**config.mk**
```make
export PLATFORM = sky130hd
export DESIGN_NAME = sleep_wake_watchdog
export DESIGN_NICKNAME = d
export VERILOG_FILES = /design/src/logic/sleep_wake_pkg.sv /design/src/logic/wdt_core_if.sv /design/src/logic/wdt_counter.sv /design/src/logic/sleep_wake_watchdog.sv
export SDC_FILE = /design/constraint.sdc
export NUM_CORES = 1
export LEC_CHECK = 0
export ABC_AREA = 1
export BUFFER_PORTS_ARGS = -buffer_cell sky130_fd_sc_hd__buf_4
export CORE_UTILIZATION = 35
export CTS_CLUSTER_SIZE = 16
export DETAILED_ROUTE_END_ITERATION = 10
export PLACE_DENSITY = 0.57
export SYNTH_ARGS = -nofsm -noshare
export SYNTH_HDL_FRONTEND = slang
export SYNTH_SLANG_ARGS = --single-unit
```
**constraint.sdc**
```tcl
create_clock -name sys_clk_in -period 3.2 [get_ports sys_clk_in]
set_input_delay 0.64 -clock sys_clk_in [delete_from_list [all_inputs] [get_ports sys_clk_in]]
set_output_delay 0.64 -clock sys_clk_in [all_outputs]
set_load 0.02 [all_outputs]
```
**src/logic/sleep_wake_pkg.sv**
```systemverilog
// Constants, states and field layouts of the sleep, wake-up and watchdog block.
// Assumes one system clock; the low-speed RC clock arrives as a one-cycle enable.
package sleep_wake_pkg;
    localparam int unsigned sys_clk_hz = 25000000;
    localparam int unsigned start_up_sys_cycles = 16;
    localparam int unsigned reset_delay_ms = 50;
    localparam int unsigned reset_delay_cycles = (sys_clk_hz / 1000) * reset_delay_ms;
    localparam int unsigned start_up_cycles = start_up_sys_cycles;
    localparam int unsigned delay_width = 21;
    localparam logic [7:0] period_select_reset = 8'h07;
    localparam logic [7:0] voltage_reset_control_reset = 8'h00;
    localparam int unsigned period_lsb = 0;
    localparam int unsigned enable_code_lsb = 0;
    localparam int unsigned clock_select_lsb = 6;
    localparam int unsigned lvr_code_lsb = 3;
    localparam logic [2:0] enable_code_on = 3'h0;
    localparam logic [2:0] enable_code_off = 3'h5;
    localparam logic [1:0] clock_sel_low_speed_rc_clock = 2'h0;
    localparam logic [1:0] clock_sel_div4 = 2'h1;
    localparam int unsigned wdt_width = 15;
    localparam int unsigned tap_base = 8;
    localparam int unsigned timeout_flag_bit = 5;
    localparam int unsigned power_down_flag_bit = 4;

    typedef enum logic [3:0]
    {
        st_run = 4'b0001,
        st_sleep = 4'b0010,
        st_wait = 4'b0100,
        st_reset = 4'b1000
    } power_state_type;

    typedef enum logic [2:0]
    {
        wake_none = 3'h0,
        wake_reset = 3'h1,
        wake_port = 3'h2,
        wake_irq_resume = 3'h3,
        wake_irq_vector = 3'h4,
        wake_watchdog = 3'h5
    } wake_cause_type;
endpackage : sleep_wake_pkg

```
**src/logic/wdt_core_if.sv**
```systemverilog
// Carrier between the power sequencer and the watchdog counter.
// Assumes both ends run on the same system clock.
`timescale 1ns/1ps
`default_nettype none
interface wdt_core_if;
    logic clear;
    logic count_en;
    logic [2:0] period;
    logic overflow;
    logic [14:0] count;

    modport ctrl
    (
        output clear,
        output count_en,
        output period,
        input overflow,
        input count
    );
    modport core
    (
        input clear,
        input count_en,
        input period,
        output overflow,
        output count
    );
endinterface : wdt_core_if
`default_nettype wire

```
**src/logic/wdt_counter.sv**
```systemverilog
// Watchdog up-counter with a selectable overflow tap.
// Assumes count_en already carries the selected source clock rate.
`timescale 1ns/1ps
`default_nettype none
module wdt_counter
    import sleep_wake_pkg::*;
(
    input wire logic sys_clk_in,
    input wire logic resetn_in,
    wdt_core_if.core wdt
);
    logic [14:0] count_r;
    logic [14:0] count_nxt;
    logic overflow_r;
    wire logic [15:0] tap_limit;
    wire logic hit;

    // Overflow at 2^(8+period) counts
    assign tap_limit = 16'h0001 << (tap_base + 32'(wdt.period));
    assign hit = wdt.count_en && ({1'b0, count_r} == (tap_limit - 16'h0001));
    assign count_nxt = wdt.clear || hit ? 15'h0000 : count_r + 15'(wdt.count_en);

    always_ff @(posedge sys_clk_in or negedge resetn_in)
    begin
        if (!resetn_in)
        begin
            count_r <= 15'h0000;
            overflow_r <= 1'b0;
        end
        else
        begin
            count_r <= count_nxt;
            overflow_r <= hit && !wdt.clear;
        end
    end

    assign wdt.count = count_r;
    assign wdt.overflow = overflow_r;
endmodule : wdt_counter
`default_nettype wire

```
**src/logic/sleep_wake_watchdog.sv**
```systemverilog
// Power-down control, wake-up sequencing and watchdog of a small controller core.
// Assumes the core gives one-cycle strobes for instructions and register writes.
// Functional notes
// - Sleep instruction stops system clock and holds execution; only way into power-down.
// - Memory, registers and ports keep their values throughout power-down.
// - Sleep clears watchdog; counting continues in sleep on low-speed RC clock.
// - Sleep sets power-down flag and clears time-out flag.
// - Wake on external reset, enabled port A fall, interrupt or watchdog overflow.
// - External reset wake performs a full system reset.
// - Watchdog wake sets time-out flag, resets only program counter and stack.
// - Power-down flag cleared by power-up or clear-watchdog, set by sleep.
// - Eight port A wake enables; falling edge resumes after sleep instruction.
// - Disabled or stack-full interrupt wake resumes after sleep; request stays pending.
// - Enabled interrupt with stack room wakes into normal vectoring.
// - Interrupt flagged before sleep does not wake that sleep period.
// - Wake delay: reset delay plus 16 clocks for reset, else 16 clocks.
// - Clock select: 00 low-speed RC, 01 system/4, 10 and 11 system clock.
// - Period field gives 2^(8+n) source cycles; resets to all ones.
// - Enable code 000 enables, 101 disables, any other value resets device.
// - System-derived watchdog clock halts during sleep.
// - Overflow in normal run resets device and sets time-out flag.
// - Watchdog cleared by reset pin low, clear-watchdog or sleep.
// - Watchdog instructions are no-operations while watchdog is disabled.
// - Status writes never change time-out or power-down flags.
`timescale 1ns/1ps
`default_nettype none
module sleep_wake_watchdog
    import sleep_wake_pkg::*;
#(
    parameter int unsigned reset_delay_count = reset_delay_cycles
)
(
    input wire logic sys_clk_in,
    input wire logic resetn_in,
    input wire logic low_speed_rc_clock_tick_in,
    input wire logic external_reset_pin_in,
    input wire logic sleep_instruction_in,
    input wire logic clear_watchdog_instruction_in,
    input wire logic period_write_in,
    input wire logic control_write_in,
    input wire logic [7:0] write_data_in,
    input wire logic [7:0] port_a_in,
    input wire logic [7:0] port_a_wake_enable_in,
    input wire logic [7:0] irq_request_in,
    input wire logic [7:0] irq_enable_in,
    input wire logic stack_full_in,
    output logic [7:0] period_select_out,
    output logic [7:0] voltage_reset_control_out,
    output logic [1:0] status_flags_out,
    output logic sys_clk_enable_out,
    output logic core_hold_out,
    output logic system_reset_out,
    output logic pc_stack_reset_out,
    output logic irq_vector_out,
    output logic [14:0] watchdog_count_out
);
    import sleep_wake_pkg::*;

    wdt_core_if wdt ();

    power_state_type state_r;
    power_state_type state_nxt;
    wake_cause_type cause_r;
    wake_cause_type cause_nxt;
    logic [7:0] period_r;
    logic [7:0] control_r;
    logic timeout_flag_r;
    logic power_down_flag_r;
    logic [7:0] port_prev_r;
    logic [7:0] irq_at_sleep_r;
    logic [1:0] div4_r;
    logic [delay_width-1:0] delay_r;
    logic [delay_width-1:0] delay_nxt;
    logic wdt_enabled_r;
    logic sys_clk_enable_r;
    logic hold_r;
    logic sys_reset_r;
    logic pc_reset_r;
    logic vector_r;
    logic reset_pin_prev_r;

    function automatic logic code_is_bad(input logic [2:0] code);
        return code != enable_code_on && code != enable_code_off;
    endfunction : code_is_bad

    // Decode
    wire logic [2:0] enable_code = control_r[enable_code_lsb +: 3];
    wire logic [1:0] clock_sel = control_r[clock_select_lsb +: 2];
    wire logic [2:0] write_enable_code = write_data_in[enable_code_lsb +: 3];
    wire logic asleep = state_r == st_sleep;
    wire logic running = state_r == st_run;
    wire logic sleep_go = running && sleep_instruction_in;
    wire logic clear_go = running && clear_watchdog_instruction_in && wdt_enabled_r;
    wire logic bad_code_write = control_write_in && running && code_is_bad(write_enable_code);
    wire logic reset_pin_fall = reset_pin_prev_r && !external_reset_pin_in;
    wire logic div4_tick = div4_r == 2'h3;
    // Core clocks stop in sleep; only the low-speed RC keeps the count going
    wire logic tick_sel = clock_sel == clock_sel_low_speed_rc_clock ? low_speed_rc_clock_tick_in :
        clock_sel == clock_sel_div4 ? div4_tick && !asleep : !asleep;
    wire logic port_wake = |(port_prev_r & ~port_a_in & port_a_wake_enable_in);
    wire logic [7:0] fresh_irq = irq_request_in & ~irq_at_sleep_r;
    wire logic irq_wake = |fresh_irq;
    wire logic irq_serviceable = |(fresh_irq & irq_enable_in) && !stack_full_in;
    wire logic wdt_over = wdt.overflow && wdt_enabled_r;

    assign wdt.clear = sleep_go || clear_go || !external_reset_pin_in;
    assign wdt.count_en = tick_sel && wdt_enabled_r;
    assign wdt.period = period_r[period_lsb +: 3];

    wdt_counter u_counter
    (
        .sys_clk_in(sys_clk_in),
        .resetn_in(resetn_in),
        .wdt(wdt)
    );

    // Wake sources and their priority; reset pin outranks all
    always_comb
    begin
        state_nxt = state_r;
        cause_nxt = cause_r;
        delay_nxt = delay_r;
        case (state_r)
            st_run:
            begin
                cause_nxt = wake_none;
                if (reset_pin_fall || bad_code_write || wdt_over)
                begin
                    state_nxt = st_reset;
                    cause_nxt = wake_reset;
                    delay_nxt = delay_width'(reset_delay_count + start_up_cycles);
                end
                else if (sleep_go)
                    state_nxt = st_sleep;
            end
            st_sleep:
            begin
                if (!external_reset_pin_in)
                begin
                    state_nxt = st_reset;
                    cause_nxt = wake_reset;
                    delay_nxt = delay_width'(reset_delay_count + start_up_cycles);
                end
                else if (wdt_over || port_wake || irq_wake)
                begin
                    state_nxt = st_wait;
                    delay_nxt = delay_width'(start_up_cycles);
                    if (wdt_over)
                        cause_nxt = wake_watchdog;
                    else if (port_wake)
                        cause_nxt = wake_port;
                    else if (irq_serviceable)
                        cause_nxt = wake_irq_vector;
                    else
                        cause_nxt = wake_irq_resume;
                end
            end
            st_wait, st_reset:
            begin
                // Pin low during a short wake delay escalates to a full reset
                if (!external_reset_pin_in)
                begin
                    state_nxt = st_reset;
                    cause_nxt = wake_reset;
                    delay_nxt = delay_width'(reset_delay_count + start_up_cycles);
                end
                else if (delay_r != '0)
                    delay_nxt = delay_r - delay_width'(1);
                if (delay_r == delay_width'(1) && external_reset_pin_in)
                    state_nxt = st_run;
            end
            default:
            begin
                state_nxt = st_run;
                cause_nxt = wake_none;
            end
        endcase
    end

    always_ff @(posedge sys_clk_in or negedge resetn_in)
    begin
        if (!resetn_in)
        begin
            state_r <= st_run;
            cause_r <= wake_none;
            delay_r <= '0;
            div4_r <= 2'h0;
            port_prev_r <= 8'hff;
            reset_pin_prev_r <= 1'b1;
            irq_at_sleep_r <= 8'h00;
        end
        else
        begin
            state_r <= state_nxt;
            cause_r <= cause_nxt;
            delay_r <= delay_nxt;
            div4_r <= asleep ? div4_r : div4_r + 2'h1;
            port_prev_r <= port_a_in;
            reset_pin_prev_r <= external_reset_pin_in;
            if (sleep_go)
                irq_at_sleep_r <= irq_request_in;
        end
    end

    // Registers survive sleep; a device reset restores their reset values
    always_ff @(posedge sys_clk_in or negedge resetn_in)
    begin
        if (!resetn_in)
        begin
            period_r <= period_select_reset;
            control_r <= voltage_reset_control_reset;
            wdt_enabled_r <= 1'b1;
        end
        else if (state_r == st_reset && cause_r == wake_reset && delay_r == delay_width'(1))
        begin
            period_r <= period_select_reset;
            control_r <= voltage_reset_control_reset;
            wdt_enabled_r <= 1'b1;
        end
        else if (running)
        begin
            if (period_write_in)
                period_r <= {5'h00, write_data_in[period_lsb +: 3]};
            if (control_write_in)
                control_r <= write_data_in;
            if (control_write_in && write_enable_code == enable_code_off)
                wdt_enabled_r <= 1'b0;
            else if (control_write_in && write_enable_code == enable_code_on)
                wdt_enabled_r <= 1'b1;
        end
    end

    // Flags move only on these events, never on status writes
    always_ff @(posedge sys_clk_in or negedge resetn_in)
    begin
        if (!resetn_in)
        begin
            timeout_flag_r <= 1'b0;
            power_down_flag_r <= 1'b0;
        end
        else if (wdt_over)
            timeout_flag_r <= 1'b1;
        else if (sleep_go)
        begin
            timeout_flag_r <= 1'b0;
            power_down_flag_r <= 1'b1;
        end
        else if (clear_go)
        begin
            timeout_flag_r <= 1'b0;
            power_down_flag_r <= 1'b0;
        end
    end

    // Output stage, every output registered
    always_ff @(posedge sys_clk_in or negedge resetn_in)
    begin
        if (!resetn_in)
        begin
            sys_clk_enable_r <= 1'b1;
            hold_r <= 1'b0;
            sys_reset_r <= 1'b0;
            pc_reset_r <= 1'b0;
            vector_r <= 1'b0;
        end
        else
        begin
            sys_clk_enable_r <= state_nxt != st_sleep;
            hold_r <= state_nxt != st_run;
            sys_reset_r <= state_nxt == st_reset;
            pc_reset_r <= state_r == st_wait && state_nxt == st_run && cause_r == wake_watchdog;
            vector_r <= state_r == st_wait && state_nxt == st_run && cause_r == wake_irq_vector;
        end
    end

    assign period_select_out = period_r;
    assign voltage_reset_control_out = control_r;
    assign status_flags_out = {timeout_flag_r, power_down_flag_r};
    assign sys_clk_enable_out = sys_clk_enable_r;
    assign core_hold_out = hold_r;
    assign system_reset_out = sys_reset_r;
    assign pc_stack_reset_out = pc_reset_r;
    assign irq_vector_out = vector_r;
    assign watchdog_count_out = wdt.count;
endmodule : sleep_wake_watchdog
`default_nettype wire

```
# Word level (Yosys, flattened, before mapping)
# Cells that the tools add are included.
# word_totals
register_bits,87
inputBits,49
output_inout_bits,38
word_cells,144
# classes
add_sub_neg,5
eq_ne,21
n_shift,1
muxes,38
n_bitwise,7
reduce_logical,53
# op_table
op,count
$mux 21,5
$pmux 21 s3,1
$mux 8,6
$and 8x8->8,4
$shl 1x32->16 const A,1
$mux 4,6
$reduce_or 8->1,3
$eq 21x1->1 const B,1
$logic_and 1x1->1,21
$reduce_bool 21->1,1
$sub 21x1->21 const B,1
$mux 3,6
$eq 15x16->1,1
$not 8->8,2
$sub 16x1->16 const B,1
$add 15x1->15,1
$mux 15,1
$pmux 4 s3,1
$reduce_bool 3->1,4
$mux 1,11
$reduce_and 2->1,5
$eq 3x3->1 const B,3
$pmux 3 s3,1
$eq 4x1->1 const B,2
other kinds (22),36

# Longest topological paths before layout
# logic_depth
ltp_word,12
ltp_mapped,14
ltp_nobuf,14

# Cells and area by module
# Synthesis repeated with hierarchy kept, for this count alone.
# hier_totals
cells_unflattened,640
area_unflattened_um2,4745.8
# modules_own_cells
module,instances,cells_each,area_per_inst_um2,seq_area_each_um2
sleep_wake_watchdog,1,509,3743.6,1670.4
wdt_counter,1,131,1002.2,400.4

# Worst setup path after synthesis
# OpenSTA, ideal clock, no wires.
# synth_timing
path_kind,input-to-reg
startpoint,in low_speed_rc_clock_tick_in
endpoint,"reg u_counter.count_r[14], in the netlist u_counter.wdt.count[14]"
setup_time_ns,0.072
t_arrival_ns,2.048
t_required_ns,3.128
slack_ns,1.080
cell_stages,11
path_buffers,0
cell_sequence,nand3_1 a21boi_1 ha_1 ha_1 nand2_1 nor2_1 nand2_1 nor2_1 nand3_1 xor2_1 nor2_1
# synth_between
elab_chain_len,5
word_cells_on_any_way,6
cone_classes,1 x add/sub; 2 x mux; 3 x reduce/logical
# synth_rtl
element,line,rtl
"start, declared",sleep_wake_watchdog.sv:35,"input wire logic low_speed_rc_clock_tick_in,"
$mux 1 (*),sleep_wake_watchdog.sv:98,wire logic tick_sel = clock_sel == clock_sel_low_speed_rc_clock ? low_speed_rc_clock_tick_in :
$logic_and 1x1->1 (*),sleep_wake_watchdog.sv:107,assign wdt.count_en = tick_sel && wdt_enabled_r;
branches (longest 2 deep; another with $add 15x1->15),-,
$mux 15 (*),wdt_counter.sv:21,assign count_nxt = wdt.clear || hit ? 15'h0000 : count_r + 15'(wdt.count_en);
via u_counter.count_nxt[14],wdt_counter.sv:13,logic [14:0] count_nxt;
"end signal, assigned",wdt_counter.sv:32,count_r <= count_nxt;
"end, declared",wdt_counter.sv:12,logic [14:0] count_r;
# Mark *: on every way through the listed nets, which the timed path passes.
# A chain may end at the register's enable or synchronous reset.

# Worst setup path after layout
# layout_timing
startpoint,reg state_r[0]
endpoint,"reg u_counter.count_r[14], in the netlist u_counter.wdt.count[14]"
# layout_between
elab_chain_len,9
word_cells_on_any_way,16
cone_classes,1 x add/sub; 2 x eq/ne; 3 x mux; 10 x reduce/logical
# layout_rtl
element,line,rtl
"start, declared",sleep_wake_watchdog.sv:61,power_state_type state_r;
"start signal, assigned",sleep_wake_watchdog.sv:184,state_r <= st_run;
"start signal, assigned",sleep_wake_watchdog.sv:194,state_r <= state_nxt;
branches (longest 8 deep; another with $add 15x1->15),-,
$mux 15 (*),wdt_counter.sv:21,
via u_counter.count_nxt[14],wdt_counter.sv:13,
# Marks and branches as above.

==> results.yml <==
clocking:
  htreeDepth: 3
  cts_root_buf: "clkbuf_16"
  cts_tree: "done"
  cts_buffers: 9
  clock_latency_ns: 0.34
  cts_setup_buffers: 0
  cts_sinks: 82
  cts_buffer_depth: 2
  clkSlewWorstSetupHoldPaths_ns: 0.06
  ctsHoldBuffers: 0
  cts.repair.resized: 0
synth:
  yosys_warnings: 0
  yosysUniqueCellTypes: 37
  synthMostInstantiatedCell: "nand2_1"
  synth_area_leaders: "dfrtp_1 36%, nand2_1 13%, dfstp_2 8.5%, nor2_1 6.6%, nand3_1 6.0%"
  syn-cell-area_um2: 4660
  syn_avg_cell_area_um2: 7.57
  yosysTopAreaCell: "dfrtp_1"
  synth-edff-count: 0
  ys_ff_latch: 82
  synthArstFlopShare_pct: 100
  synth_commonest_cells: "167 x nand2_1, 82 x nor2_1, 67 x dfrtp_1, 67 x inv_1, 56 x nand3_1"
  synth_top_area_share_pct: 36.0
  synth_top_flop_cell: "dfrtp_1"
  ys_seq_area_share_pct: 44.4
  netlist_instances: 616
power:
  vdd_drop_max_uv: 321
  power_density_nw_per_um2: 780
  p_leak_uw: 0.00280
  power_uw: 4400
global_routing:
  grt_pass1_wl_um: 19300
  grt.total_usage_pct: 17.1
  overflow: 0
  grt_max_degree: 83
  first_global_vias: 3985
  grt_antenna_before_repair: 0
setup_path:
  path_class: "reg2reg"
  ff2ff_path_depth: 13
  critPathLaunchType: "flop"
  ff2ff_setup_slack_ns: 0.79
  regToRegEndpoint: "u_counter.wdt.count[14]"
  cp-end-kind: "flop"
  timing.critical_path.slowest_stage_cell: "dfstp_2"
  rr_startpoint: "state_r[0]"
  cp_data_arrival_time_ns: 2.68
  cp_max_fo: 6
  required_ns: 3.47
  slowest_delay_ns: 0.54
  cp_cell_sequence: "inv_2, nand3_2, nand2_1, a21boi_1, ha_1, ha_1, nand2_1, nor2_1, nand2_1, nor2_1, nand3_1, xor2_1, nor2_1"
floorplanning:
  row_count: 41
  die_area_um2: 13800
  fp.dieW_um: 117
  ios: 87
  dieHeight_um: 117
  start_util_pct: 36.3
  core_area_um2: 12800
drt:
  drc: 0
  via_per_inst: 4.82
  drtPass1Iterations: 5
  dr.first_iter.drc_count: 220
  antenna_left: 0
  num_vias: 4198
  post_drt_wl_per_cell_um: 12.8
  routed_wl_um: 11100
sta:
  fin_crit_sh_pct: 75.3
  fin_crit_ns: 2.41
  setup_viol: 0
  max_slew_margin_pct: 31.2
  fin_tns_setup_ns: 0
  fin_worst_skew_ns: 0.00556
  finalHoldViolations: 0
  worst_slew_pin_slew_ns: 1.03
  fmax_mhz: 415
  rsz0062_at_grt: "false"
  slew_violations: 0
place:
  placed_area_um2: 5380
  gp_congestion: 0.870
  portBuffers: 81
  hpwl_um: 8300
layout:
  syn_to_final_growth_pct: 21.2
  final_util_pct: 44.0
  drive_gt1_share_pct: 20.6
  diodes: 0
  nNetsFinal: 749
  stdcell_area_um2: 5650
  n_fill_cell: 1328
run:
  maxCapViolations: 0
worst_hold_path:
  hp-class: "in2reg"
  holdPathStages: 1
  whs_endpoint: "port_prev_r[1]"
  worstHoldStart: "port_a_in[1]"
outcome:
  status: "complete, no violations"
==> where the power goes <==
group | internal [µW] | switching (µW) | leakage, µW
Sequential | 1330 | 224 | 0.00103
Combinational | 625 | 1260 | 0.00164
Clock | 527 | 433 | 0.000132
==> how the worst max path moves through the flow <==
stage,from,endpoint,slack [ns],cells after the start
after floorplan,low_speed_rc_clock_tick_in,u_counter.wdt.count[14],1.08,11
after global placement,low_speed_rc_clock_tick_in,u_counter.wdt.count[14],0.76,12
after detailed placement,low_speed_rc_clock_tick_in,u_counter.wdt.count[14],0.72,12
after CTS,state_r[0],u_counter.wdt.count[14],0.76,13
after global routing,state_r[0],u_counter.wdt.count[14],0.54,13
final,state_r[0],u_counter.wdt.count[14],0.79,13
==> layer usage <==
layer | up-vias | GRT usage (%) | part of all wire (%)
li1 | 2121 | - | -
met1 | 1955 | 23.4 | 49
met2 | 105 | 26.5 | 45
met3 | 17 | 3.36 | 4.3
met4 | 0 | 6.98 | 1.8
met5 | - | 0 | 0
==> cell usage in the layout (no fill, tap or decap), types with 3 or more instances in the layout <==
cell	count
a21oi_1	8
a31oi_1	3
buf_4	81
clkbuf_16	9
clkinv_4	3
conb_1	5
dfrtp_1	67
dfstp_2	15
ha_1	6
inv_1	67
inv_2	5
nand2_1	167
nand3_1	56
nand3b_1	6
nand4_1	15
nor2_1	82
nor2_2	3
nor2_4	4
nor3_1	8
o211ai_1	6
o21ai_0	33
o21ai_1	5
o21ai_2	12
o21bai_1	4
xnor2_1	3
xor2_1	9
==> kinds of logic after synthesis <==
logic type | after synthesis | share of synthesized area, %
compound gates | 75 | 10.1
xor+xnor | 12 | 2.26
fa+ha+maj | 6 | 1.61
buf+inv | 90 | 8.46
flops | 82 | 44.4
other cells | 1 | 0.0805
simple gates | 350 | 33.1
==> through the flow <==
stage / cells / hold WS, ns / setup slack (ns)
finish: 871 / 0.408 / 0.791
global route: 871 / 0.397 / 0.543
CTS: 871 / 0.396 / 0.763
detailed placement: 855 / 0.468 / 0.724
global placement: 855 / 0.459 / 0.765
floorplan: 620 / 0.344 / 1.08
==> layout make-up <==
| type | instances | area, µm² | area share [%] |
|---|---|---|---|
| Multi-Input combinational cell | 448 | 2210 | 39.1 |
| Sequential cell | 82 | 2070 | 36.7 |
| Timing Repair Buffer | 81 | 608 | 10.8 |
| Inverter | 72 | 270 | 4.79 |
| Clock buffer | 10 | 229 | 4.05 |
| Tap cell | 172 | 215 | 3.81 |
| Clock inverter | 6 | 43.8 | 0.775 |
==> registers in the layout, summed over array words and instances (netlist names), 2 cells and up <==
| signal | cells |
|---|---|
| irq_at_sleep_r | 8 |
| cause_r | 3 |
| period_select_out | 3 |
| div4_r | 2 |
| port_prev_r | 8 |
| delay_r | 21 |
| state_r | 4 |
| u_counter.wdt.count | 15 |
| voltage_reset_control_out | 8 |
==> critical path, delay by kind of cell, from the launching register on <==
family | cells | cell delay [ns]
buffers and inverters | 1 | 0.04
AOI/OAI and AO/OA | 1 | 0.23
xor gates and xnor gates | 1 | 0.15
DFF | 1 | 0.54
adders and majority gates | 2 | 0.40
and+or+nand+nor | 8 | 0.99
(Power assumes the default switching activity.)
